$ cat config.mk
export PLATFORM = sky130hd
export DESIGN_NAME = pewc_host
export DESIGN_NICKNAME = d
export VERILOG_FILES = /design/src/logic/pewc_pkg.sv /design/src/logic/pewc_host.sv
export SDC_FILE = /design/constraint.sdc
export NUM_CORES = 1
export LEC_CHECK = 0
export BUFFER_PORTS_ARGS = -buffer_cell sky130_fd_sc_hd__clkbuf_2
export CORE_ASPECT_RATIO = 1.5
export CORE_MARGIN = 3
export CORE_UTILIZATION = 30
export DETAILED_ROUTE_END_ITERATION = 10
export MAX_ROUTING_LAYER = met4
export SLEW_MARGIN = 5
export SYNTH_ARGS = -nofsm -noshare
export SYNTH_HDL_FRONTEND = slang
export SYNTH_SLANG_ARGS = --single-unit
$ cat constraint.sdc
create_clock -name clk_sys -period 2.8 [get_ports clk_sys]
set_clock_uncertainty 0.2 [all_clocks]
set_input_delay 0.28 -clock clk_sys [delete_from_list [all_inputs] [get_ports clk_sys]]
set_output_delay 0.28 -clock clk_sys [all_outputs]
set_load 0.02 [all_outputs]
$ cat src/logic/pewc_pkg.sv
// package for the parallel eeprom host controller: timing, commands, types
package pewc_pkg;
  localparam int unsigned CLK_HZ          = 10_000_000;
  localparam int unsigned CLK_NS          = 1_000_000_000 / CLK_HZ;
  localparam int unsigned ADDR_W          = 15;
  localparam int unsigned DATA_W          = 8;
  localparam int unsigned PAGE_BYTES      = 64;
  localparam int unsigned PAGE_LSB        = 6;
  // strobe timing in ns
  localparam int unsigned WE_PULSE_NS     = 100;
  localparam int unsigned WE_HIGH_NS      = 50;
  localparam int unsigned READ_ACC_NS     = 120;
  localparam int unsigned OE_HIGH_NS      = 150;
  localparam int unsigned WE_PULSE_CYC    = (WE_PULSE_NS + CLK_NS - 1) / CLK_NS;
  localparam int unsigned WE_HIGH_CYC     = (WE_HIGH_NS + CLK_NS - 1) / CLK_NS;
  localparam int unsigned READ_ACC_CYC    = (READ_ACC_NS + CLK_NS - 1) / CLK_NS + 1;
  localparam int unsigned OE_HIGH_CYC     = (OE_HIGH_NS + CLK_NS - 1) / CLK_NS;
  // byte load window, a longest time in us, rounded down
  localparam int unsigned BYTE_LOAD_US    = 150;
  localparam int unsigned BYTE_LOAD_CYC   = BYTE_LOAD_US * (CLK_HZ / 1_000_000);
  // self-timed write period in us, standard and fast option
  localparam int unsigned WRITE_STD_US    = 10_000;
  localparam int unsigned WRITE_FAST_US   = 3_000;
  localparam int unsigned WRITE_STD_CYC   = WRITE_STD_US * (CLK_HZ / 1_000_000);
  localparam int unsigned WRITE_FAST_CYC  = WRITE_FAST_US * (CLK_HZ / 1_000_000);
  localparam int unsigned CNT_W           = 20;
  // identification area bounds
  localparam logic [14:0] ID_AREA_LO      = 15'h7FC0;
  localparam logic [14:0] ID_AREA_HI      = 15'h7FFF;
  localparam int unsigned POLL_BIT        = 7;
  localparam int unsigned TOGGLE_BIT      = 6;
  // host command codes
  localparam logic [2:0]  CMD_READ        = 3'h0;
  localparam logic [2:0]  CMD_WRITE       = 3'h1;
  localparam logic [2:0]  CMD_WAIT_POLL   = 3'h2;
  localparam logic [2:0]  CMD_WAIT_TOGGLE = 3'h3;

  // one host request
  typedef struct packed {
    logic [2:0]  cmd;       // operation
    logic [14:0] addr;      // byte address
    logic [7:0]  data;      // write data
    logic        id_area;   // raise id select high voltage for an id area address
    logic        last;      // final byte of page or sequence
  } pewc_req_t;

  // memory-side pins
  typedef struct packed {
    logic [14:0] addr;
    logic        ce_n;
    logic        oe_n;
    logic        we_n;
    logic        id_sel_hv;
    logic [7:0]  dq_o;
    logic        dq_oe;
  } pewc_pins_t;

  typedef enum logic [3:0] {
    ST_IDLE, ST_WR_LOW, ST_WR_HIGH, ST_LOAD_WAIT, ST_RD_ACC,
    ST_RD_GAP, ST_PROG, ST_DONE
  } pewc_state_t;
endpackage

$ cat src/logic/pewc_host.sv
// host controller that drives a byte-wide parallel eeprom over its pins
`timescale 1ns/1ps
`default_nettype none
module pewc_host
  import pewc_pkg::*;
#(
  parameter int unsigned WRITE_CYC = WRITE_STD_CYC,  // write period, long count
  parameter int unsigned LOAD_CYC  = BYTE_LOAD_CYC   // byte load window
) (
  input  wire logic        clk_sys,
  input  wire logic        nrst,
  input  wire pewc_req_t   req,
  input  wire logic        req_valid,
  output logic             req_ready,
  output logic [7:0]       rd_data,
  output logic             rd_valid,
  output logic             busy,
  output logic             timeout_err,
  output pewc_pins_t       pins,
  input  wire logic [7:0]  dq_i
);

  pewc_state_t state_ff, nxt_state;       // sequencer
  pewc_pins_t  pins_ff, nxt_pins;         // registered pin drive
  logic [CNT_W-1:0] cnt_ff, nxt_cnt;      // phase / window counter
  logic [8:0]  page_ff, nxt_page;         // page of the current load
  logic        loading_ff, nxt_loading;   // a page load is open
  logic [7:0]  last_ff, nxt_last;         // last byte written
  logic [2:0]  cmd_ff, nxt_cmd;           // command in progress
  logic        fin_ff, nxt_fin;           // byte in flight closes its load
  logic [7:0]  prev_ff, nxt_prev;         // previous read for toggle test
  logic        prev_ok_ff, nxt_prev_ok;   // prev_ff holds a read
  logic [7:0]  rd_ff, nxt_rd;
  logic        rdv_ff, nxt_rdv;
  logic        err_ff, nxt_err;

  // decode of the incoming request
  wire         take      = req_valid && (state_ff == ST_IDLE || state_ff == ST_LOAD_WAIT);
  wire [8:0]   req_page  = req.addr[14:6];
  wire         id_ok     = req.addr >= ID_AREA_LO;
  wire         page_bad  = loading_ff && (req_page != page_ff);
  wire         is_write  = req.cmd == CMD_WRITE;
  wire         poll_done = dq_i[POLL_BIT] == last_ff[POLL_BIT];
  wire         tog_done  = prev_ok_ff && (dq_i[TOGGLE_BIT] == prev_ff[TOGGLE_BIT]);
  wire         cnt_zero  = cnt_ff == '0;

  // cut a cycle count, less one, to the counter width
  function automatic logic [CNT_W-1:0] cyc(input int unsigned n);
    cyc = CNT_W'(n - 1);
  endfunction

  // next-state logic
  always_comb begin
    nxt_state   = state_ff;
    nxt_pins    = pins_ff;
    nxt_cnt     = cnt_zero ? cnt_ff : cnt_ff - 1'b1;
    nxt_page    = page_ff;
    nxt_loading = loading_ff;
    nxt_last    = last_ff;
    nxt_cmd     = cmd_ff;
    nxt_fin     = fin_ff;
    nxt_prev    = prev_ff;
    nxt_prev_ok = prev_ok_ff;
    nxt_rd      = rd_ff;
    nxt_rdv     = 1'b0;
    nxt_err     = 1'b0;
    case (state_ff)
      ST_IDLE, ST_LOAD_WAIT: begin
        if (take) begin
          nxt_cmd            = req.cmd;
          nxt_pins.addr      = req.addr;
          nxt_pins.id_sel_hv = req.id_area && id_ok;
          if (is_write && !page_bad) begin
            // write: ce low, oe high, we pulse; address at we fall
            nxt_pins.ce_n  = 1'b0;
            nxt_pins.oe_n  = 1'b1;
            nxt_pins.we_n  = 1'b0;
            nxt_pins.dq_o  = req.data;
            nxt_pins.dq_oe = 1'b1;
            nxt_page       = req_page;
            nxt_last       = req.data;
            nxt_fin        = req.last;
            nxt_cnt        = cyc(WE_PULSE_CYC);
            nxt_state      = ST_WR_LOW;
          end else if (is_write) begin
            nxt_err = 1'b1;
          end else if (state_ff == ST_IDLE) begin
            // read or busy wait: drive ce, oe low, float data
            nxt_pins.ce_n  = 1'b0;
            nxt_pins.oe_n  = 1'b0;
            nxt_pins.we_n  = 1'b1;
            nxt_pins.dq_oe = 1'b0;
            nxt_prev_ok    = 1'b0;
            nxt_cnt        = cyc(READ_ACC_CYC);
            nxt_state      = ST_RD_ACC;
          end
        end else if (state_ff == ST_LOAD_WAIT && cnt_zero) begin
          nxt_state = ST_PROG;
          nxt_cnt   = cyc(WRITE_CYC);
        end
      end
      ST_WR_LOW: begin
        if (cnt_zero) begin
          // rising strobe: data latched here, held one more cycle
          nxt_pins.we_n = 1'b1;
          nxt_pins.ce_n = 1'b1;
          nxt_cnt       = cyc(WE_HIGH_CYC);
          nxt_state     = ST_WR_HIGH;
        end
      end
      ST_WR_HIGH: begin
        if (cnt_zero) begin
          nxt_pins.dq_oe = 1'b0;
          nxt_loading    = 1'b1;
          // further bytes of the same page continue inside window
          nxt_cnt        = cyc(LOAD_CYC);
          nxt_state      = ST_LOAD_WAIT;
          // last flag latched at take; req may already carry the next byte
          if (fin_ff) begin
            nxt_cnt   = cyc(WRITE_CYC);
            nxt_state = ST_PROG;
          end
        end
      end
      ST_PROG: begin
        // self-timed write; done only when the WRITE_CYC count runs out
        nxt_loading = 1'b0;
        nxt_pins.id_sel_hv = 1'b0;
        if (cnt_zero) begin
          nxt_state = ST_DONE;
        end
      end
      ST_RD_ACC: begin
        if (cnt_zero) begin
          nxt_pins.oe_n = 1'b1;
          nxt_pins.ce_n = 1'b1;
          nxt_rd        = dq_i;
          nxt_cnt       = cyc(OE_HIGH_CYC);
          nxt_state     = ST_RD_GAP;
          if (cmd_ff == CMD_READ) begin
            nxt_rdv   = 1'b1;
            nxt_state = ST_DONE;
          end else if ((cmd_ff == CMD_WAIT_POLL && poll_done) ||
                       (cmd_ff == CMD_WAIT_TOGGLE && tog_done)) begin
            nxt_rdv   = 1'b1;
            nxt_state = ST_DONE;
          end
          nxt_prev    = dq_i;
          nxt_prev_ok = 1'b1;
        end
      end
      ST_RD_GAP: begin
        // oe high between polls so each read toggles the device
        if (cnt_zero) begin
          nxt_pins.ce_n = 1'b0;
          nxt_pins.oe_n = 1'b0;
          nxt_cnt       = cyc(READ_ACC_CYC);
          nxt_state     = ST_RD_ACC;
        end
      end
      ST_DONE: begin
        nxt_pins.ce_n      = 1'b1;
        nxt_pins.oe_n      = 1'b1;
        nxt_pins.id_sel_hv = 1'b0;
        nxt_state          = ST_IDLE;
      end
      default: begin
        nxt_state = ST_IDLE;
      end
    endcase
  end

  // state registers
  always_ff @(posedge clk_sys or negedge nrst) begin
    if (!nrst) begin
      state_ff   <= ST_IDLE;
      pins_ff    <= '{addr: 15'h0000, ce_n: 1'b1, oe_n: 1'b1, we_n: 1'b1,
                      id_sel_hv: 1'b0, dq_o: 8'h00, dq_oe: 1'b0};
      cnt_ff     <= '0;
      page_ff    <= 9'h000;
      loading_ff <= 1'b0;
      last_ff    <= 8'h00;
      cmd_ff     <= CMD_READ;
      fin_ff     <= 1'b0;
      prev_ff    <= 8'h00;
      prev_ok_ff <= 1'b0;
      rd_ff      <= 8'h00;
      rdv_ff     <= 1'b0;
      err_ff     <= 1'b0;
    end else begin
      state_ff   <= nxt_state;
      pins_ff    <= nxt_pins;
      cnt_ff     <= nxt_cnt;
      page_ff    <= nxt_page;
      loading_ff <= nxt_loading;
      last_ff    <= nxt_last;
      cmd_ff     <= nxt_cmd;
      fin_ff     <= nxt_fin;
      prev_ff    <= nxt_prev;
      prev_ok_ff <= nxt_prev_ok;
      rd_ff      <= nxt_rd;
      rdv_ff     <= nxt_rdv;
      err_ff     <= nxt_err;
    end
  end

  // ready and busy flops mirror the next state
  logic rdy_ff, busy_ff;
  always_ff @(posedge clk_sys or negedge nrst) begin
    if (!nrst) begin
      rdy_ff  <= 1'b1;
      busy_ff <= 1'b0;
    end else begin
      rdy_ff  <= nxt_state == ST_IDLE || nxt_state == ST_LOAD_WAIT;
      busy_ff <= nxt_state == ST_PROG;
    end
  end

  assign req_ready   = rdy_ff;
  assign busy        = busy_ff;
  assign rd_data     = rd_ff;
  assign rd_valid    = rdv_ff;
  assign timeout_err = err_ff;
  assign pins        = pins_ff;

endmodule // pewc_host
`default_nettype wire

==> results.yml, run 1 <==
outcome:
  status: "complete, no violations"
yosys:
  yosysWarnings: 0
  synth-edff-count: 0
  synthArstFlopShare_pct: 100
  synth_area_leader_cell: "dfrtp_1"
  dominantRegCellSynth: "dfrtp_1"
  avgSynthCellArea_sq_um: 9.91
  synth_area_leaders: "dfrtp_1, mux2_2, nand2_1, xor2_1, o21ai_0"
  ys_seq_area_share_pct: 50.4
  synth_top_area_share_pct: 47.7
  ys_seq_elements: 79
  yosysMostFrequentCell: "dfrtp_1"
  synth_area_sq_mm: 0.00393
  synthCells: 397
  synth_nets: 439
  synth.distinct_cells: 57
  yosys-top-cells-count: "dfrtp_1, nand2_1, nor2_1"
cts:
  cts_tree: "yes"
  clock_sinks: 79
  clk_pin_slew_ps: 60
  clock_latency_ps: 340
  numCtsBuffers: 9
  cts_resized: 0
  postCtsSetupRepairBufs: 0
  clock-root-buffer: "clkbuf_16"
  clock_path_buffers: 2
  htreeDepth: 3
global_routing:
  grt_max_degree: 80
  grtUsageTotal_pct: 15.6
  grt_pass1_wl_microns: 17700
  grt_pass1_vias: 3532
  grt_antenna_before_repair: 0
  globalRouteOverflowTotal: 0
worst_setup_path:
  slowest_stage: "or4_4"
  crit_chain: "or4_4, nor3_2, and2_4, inv_2, o311ai_1, o311ai_0, o31a_1"
  r2r_slack_ps: 140
  slowest_delay_ps: 580
  crit_start: "cnt_ff[5]"
  cp-end-kind: "flip-flop"
  ff2ff_path_depth: 7
  start_kind: "flip-flop"
  crit_type: "reg -> reg"
  arrival_ps: 2680
  r2r-start: "cnt_ff[5]"
  worstPathRequired_ps: 2820
  crit_end: "cnt_ff[1]"
  crit_fanout: 17
  r2r_end: "cnt_ff[1]"
power:
  peakVddDrop_mv: 0.399
  p_total_mw: 4.79
  p_leak_nw: 2.47
  p_per_area_mw_per_mm2: 925
die:
  rows: 50
  io-pin-count: 79
  die-height_microns: 146
  die_x_microns: 99.5
  start_util_pct: 31.1
  core_area_sq_mm: 0.0126
  dieArea_sq_mm: 0.0145
routing:
  wl_per_cell_microns: 15.7
  drc: 0
  routed_wirelength_microns: 10600
  vias: 3367
  viasPerCell: 4.97
  drt_iter0_markers: 173
  drt-pass1-iter-count: 6
  ant_nets: 0
sta:
  worstMarginPinSlew_ps: 997
  fmax_ghz: 0.376
  relSlewSlack_pct: 33.5
  final-hold-violation-count: 0
  rsz0062_at_grt: "no"
  finalMaxSlewViolations: 0
  finalSetupTns_ps: 0
  fin_crit_ps: 2660
  post-route-period-util_pct: 94.9
  finalSetupViolCount: 0
  finalWorstSetupSlack_ps: 144
hold_path:
  min_path_type: "in -> reg"
placement:
  io_buffer_count: 78
  dp_slack_ps: 178
  gp_congestion: 0.900
  dp.final_hpwl_microns: 7760
cells_and_area:
  nNetsFinal: 559
  utilization_pct: 41.0
  area.growth.synth_to_final_pct: 31.8
  diodes: 0
  drive_above_1_share_pct: 29.3
  nFillCells: 1263
run:
  drv_cap: 0
-- placed cells by master (no fill, tap or decap), drive strengths merged, types with 4 or more instances in the layout --
master and n:
dfrtp 75, a21oi 17, o21ai 27, nor3 8, nand3 14, nor2 33
mux2 27, inv 10, dlygate4sd3 30, xnor2 13, xor2 16, dfstp 4
and2 4, nor4 5, or3 6, clkbuf 87, nand2 73, nand4 6
buf 16
-- critical path, delay by kind of cell (launching register included) --
family	cells	cell delay [ps]
buf+inv	1	140
simple gates	3	1030
compound gates	3	770
flops	1	400
-- cell families after synthesis --
kind of cell    count (synthesis)  synth area share (%)
simple gates                  164                  20.1
buf+inv                        24                  2.61
flops                          79                  50.4
other cells                     1                0.0954
mux                            27                  7.73
fa+ha+maj                       3                 0.955
xor+xnor                       29                  6.65
compound gates                 70                  11.5
-- power by group --
part	switching (mW)	leakage [nW]	internal (mW)
Clock	0.461	0.152	0.779
Combinational	0.998	1.33	0.736
Sequential	0.293	0.993	1.53
Total	1.75	2.47	3.04
-- through the flow --
step / hold WS (ps) / instances / instance area, sq um
after floorplan: -216 / 397 / 3930
final: 1.18 / 678 / 5180
after global routing: 17.2 / 678 / 5180
after global placement: 259 / 632 / 4570
after CTS: 0.271 / 678 / 5180
after detailed placement: 261 / 632 / 4570
-- how the worst min path moves through the flow --
stage	startpoint	to	slack, ps	cells past startpoint
5_1_grt	dq_i[7]	rd_data[7]	20	2
2_1_floorplan	nrst	busy	-220	0
3_5_place_dp	pins[25]	pins[25]	260	2
4_1_cts	req[21]	pins[24]	0.3	3
3_3_place_gp	pins[16]	pins[16]	260	2
6_report	req[21]	pins[24]	1	3
-- state kept, by name, indices dropped and copies added, names as in the netlist --
signal / flops
loading_ff: 1
last_ff: 8
page_ff: 9
cmd_ff: 3
cnt_ff: 20
fin_ff: 1
pins: 20
req_ready: 1
rd_valid: 1
timeout_err: 1
prev_ok_ff: 1
state_ff: 4
rd_data: 8
busy: 1
-- metal layers --
metal / vias to the layer above / share of wire (%) / routed length (microns) / global-route usage, %
li1: 1620 / - / - / -
met1: 1619 / 38 / 4060 / 16.9
met2: 100 / 54 / 5770 / 27.5
met3: 28 / 4.4 / 470 / 3.20
met4: 0 / 3.2 / 342 / 6.36
met5: - / 0 / 0 / -
-- area by class of cell --
class	instances	area (sq um)	area share, %
Clock buffer	10	229	4.42
Clock inverter	6	86.3	1.67
Sequential cell	79	1980	38.2
Multi-Input combinational cell	294	1850	35.7
Timing Repair Buffer	123	806	15.5
Tap cell	156	195	3.77
Inverter	10	37.5	0.724
-- what timing repair did --
item | CTS | global route
hold buffers | 30 | 0
endpoints found under the hold margin | 104 | 0
setup endpoints to repair | 0 | 1
Note: power is estimated with default switching activity, not from simulation.
==> run 2: changes to the inputs <==
--- a/config.mk
+++ b/config.mk
@@ -5,6 +5,7 @@
 export SDC_FILE = /design/constraint.sdc
 export NUM_CORES = 1
 export LEC_CHECK = 0
+export ABC_AREA = 1
 export BUFFER_PORTS_ARGS = -buffer_cell sky130_fd_sc_hd__clkbuf_2
 export CORE_ASPECT_RATIO = 1.5
 export CORE_MARGIN = 3
==> run 2 against run 1 <==
Synthesized cell count is 51% higher. Via count is 26% higher. Worst hold slack better by 0.66 ps. First-iteration DRC count is 39% higher. Count of clock-buffer cells in the layout stayed put. Sequential power is 13% lower. Routed wire length is 19% higher. Power is 14% lower. Non-clock buffer count is 9 lower. Worst setup slack better by 290 ps.
==> results.yml, run 2 <==
cts:
  clock-root-buffer: "clkbuf_16"
  cts_resized: 0
  clock_latency_ps: 340
  clock_sinks: 79
  clk_pin_slew_ps: 60
  numCtsBuffers: 9
  cts_tree: "yes"
  clock_path_buffers: 2
  htreeDepth: 3
global_routing:
  grt_max_degree: 46
  grt_antenna_before_repair: 0
  grt_pass1_vias: 4367
  globalRouteOverflowTotal: 0
  grt_pass1_wl_microns: 21300
  grtUsageTotal_pct: 16.6
yosys:
  synthArstFlopShare_pct: 100
  synth_nets: 643
  ys_seq_area_share_pct: 44.1
  ys_seq_elements: 79
  synth_top_area_share_pct: 41.8
  synth_area_leaders: "dfrtp_1, nand2_1, inv_1, o21ai_0, nand3_1"
  dominantRegCellSynth: "dfrtp_1"
  synth_area_leader_cell: "dfrtp_1"
  yosysMostFrequentCell: "nand2_1"
  synthCells: 601
  synth_area_sq_mm: 0.00449
  avgSynthCellArea_sq_um: 7.48
  synth-edff-count: 0
  yosysWarnings: 0
  yosys-top-cells-count: "nand2_1, dfrtp_1, inv_1"
  synth.distinct_cells: 41
routing:
  drc: 0
  viasPerCell: 4.65
  routed_wirelength_microns: 12600
  vias: 4245
  drt_iter0_markers: 240
  wl_per_cell_microns: 13.8
  drt-pass1-iter-count: 5
  ant_nets: 0
worst_setup_path:
  slowest_stage: "dfrtp_1"
  start_kind: "flip-flop"
  crit_top_cell: "nand2_1"
  path_buf_inv: 3
  arrival_ps: 2380
  worstPathRequired_ps: 2810
  cp-end-kind: "flip-flop"
  crit_type: "reg -> reg"
  crit_chain: "inv_1, ha_1, nand2_1, nor2_4, nand3_4, buf_4, nand2_2, inv_2, a211oi_2, nand3_1, nand2_1, nand2_1"
  slowest_delay_ps: 380
  path_delay_family: "simple AND/OR/NAND/NOR gates"
  crit_fanout: 18
placement:
  placed_cell_area_sq_mm: 0.00515
  gp_congestion: 0.894
  dp.final_hpwl_microns: 9590
  io_buffer_count: 78
sta:
  rsz0062_at_grt: "no"
  finalMaxSlewViolations: 0
  finalSetupViolCount: 0
  final-hold-violation-count: 0
  worstMarginPinSlew_ps: 607
  fin_crit_ps: 2370
  post-route-period-util_pct: 84.7
  relSlewSlack_pct: 59.5
  finalSetupTns_ps: 0
  fmax_ghz: 0.422
die:
  die-height_microns: 156
  core_area_sq_mm: 0.0146
  io-pin-count: 79
  start_util_pct: 30.8
  die_x_microns: 106
  dieArea_sq_mm: 0.0165
  rows: 54
cells_and_area:
  nNetsFinal: 754
  nFillCells: 1565
  layout_common_cells: "nand2_1, clkbuf_2, dfrtp_1"
  area.growth.synth_to_final_pct: 26.5
  fin_area_sq_mm: 0.00569
  final_common_cell: "nand2_1"
  drive_above_1_share_pct: 20.8
  diodes: 0
power:
  p_total_mw: 4.14
  peakVddDrop_mv: 0.378
  p_per_area_mw_per_mm2: 728
  p_leak_nw: 2.96
outcome:
  status: "complete, no violations"
hold_path:
  min_path_type: "in -> reg"
run:
  drv_cap: 0
run 2: cell types whose count changed after synthesis, sizes merged, moves of 8 or more:
cell and change:
nand2 +144, inv +59, mux2 -27, nor2 +25, nand3 +24, o21ai +19, xor2 -8
run 2: through the flow:
stage | setup WS, ps | std cells | hold slack, ps | util, %
global route | 233 | 913 | 13.9 | 39.0
floorplan | 789 | 601 | -216 | -
detailed placement | 437 | 873 | 135 | 35.3
finish | 429 | 913 | 1.84 | 39.0
global placement | 500 | 873 | 134 | 35.3
CTS | 424 | 913 | 6.37 | 39.0
run 2: final cells by class:
cell class	count	area (sq um)	share of cell area (%)
inverter	69	264	4.64
sequential	79	1980	34.9
clock inverter	6	68.8	1.21
clock buffer	10	229	4.03
multi-input combinational	439	2160	38.0
timing repair buffer	114	736	12.9
tap	196	245	4.31
run 2: cell families after synthesis:
family	count (synthesis)	synth area share (%)
and+or+nand+nor	340	34.2
adders and majority gates	3	0.835
other	1	0.0834
xor gates and xnor gates	16	3.12
DFF	79	44.1
AOI/OAI and AO/OA	76	9.19
buffers and inverters	83	7.82
muxes	3	0.668
run 2: tightest hold or removal path, cell delays in order:
cell      delay (ps)
clkbuf_2         110
nand2_1           50
o21ai_0           60
run 2: path summary, 6_finish.rpt:
check | startpoint | end | slack [ps] | cells past startpoint
hold / removal | req[25] | cmd_ff[0] | 2 | 3
min in group asynchronous | nrst | pins[21] | 290 | 2
setup reg to reg | cnt_ff[0] | cnt_ff[9] | 430 | 12
hold reg to reg | pins[12] | pins[12] | 270 | 2
max in group asynchronous | nrst | req_ready | 1430 | 3
setup / recovery | cnt_ff[0] | cnt_ff[9] | 430 | 12
run 2: routing by layer:
layer,share of wire [%],track usage (%)
met1,40,17.8
met3,2.8,2.11
met5,0,-
met4,3.6,8.15
met2,54,30.0
run 2: report_power, final:
part / total (mW) / switching, mW / internal (mW)
Combinational: 1.38 / 0.880 / 0.500
Sequential: 1.59 / 0.203 / 1.38
Clock: 1.17 / 0.478 / 0.694
run 2: what timing repair did:
action | in CTS | in global routing
setup buffers | 0 | 0
hold buffers | 24 | 0
endpoints found under the hold margin | 64 | 0
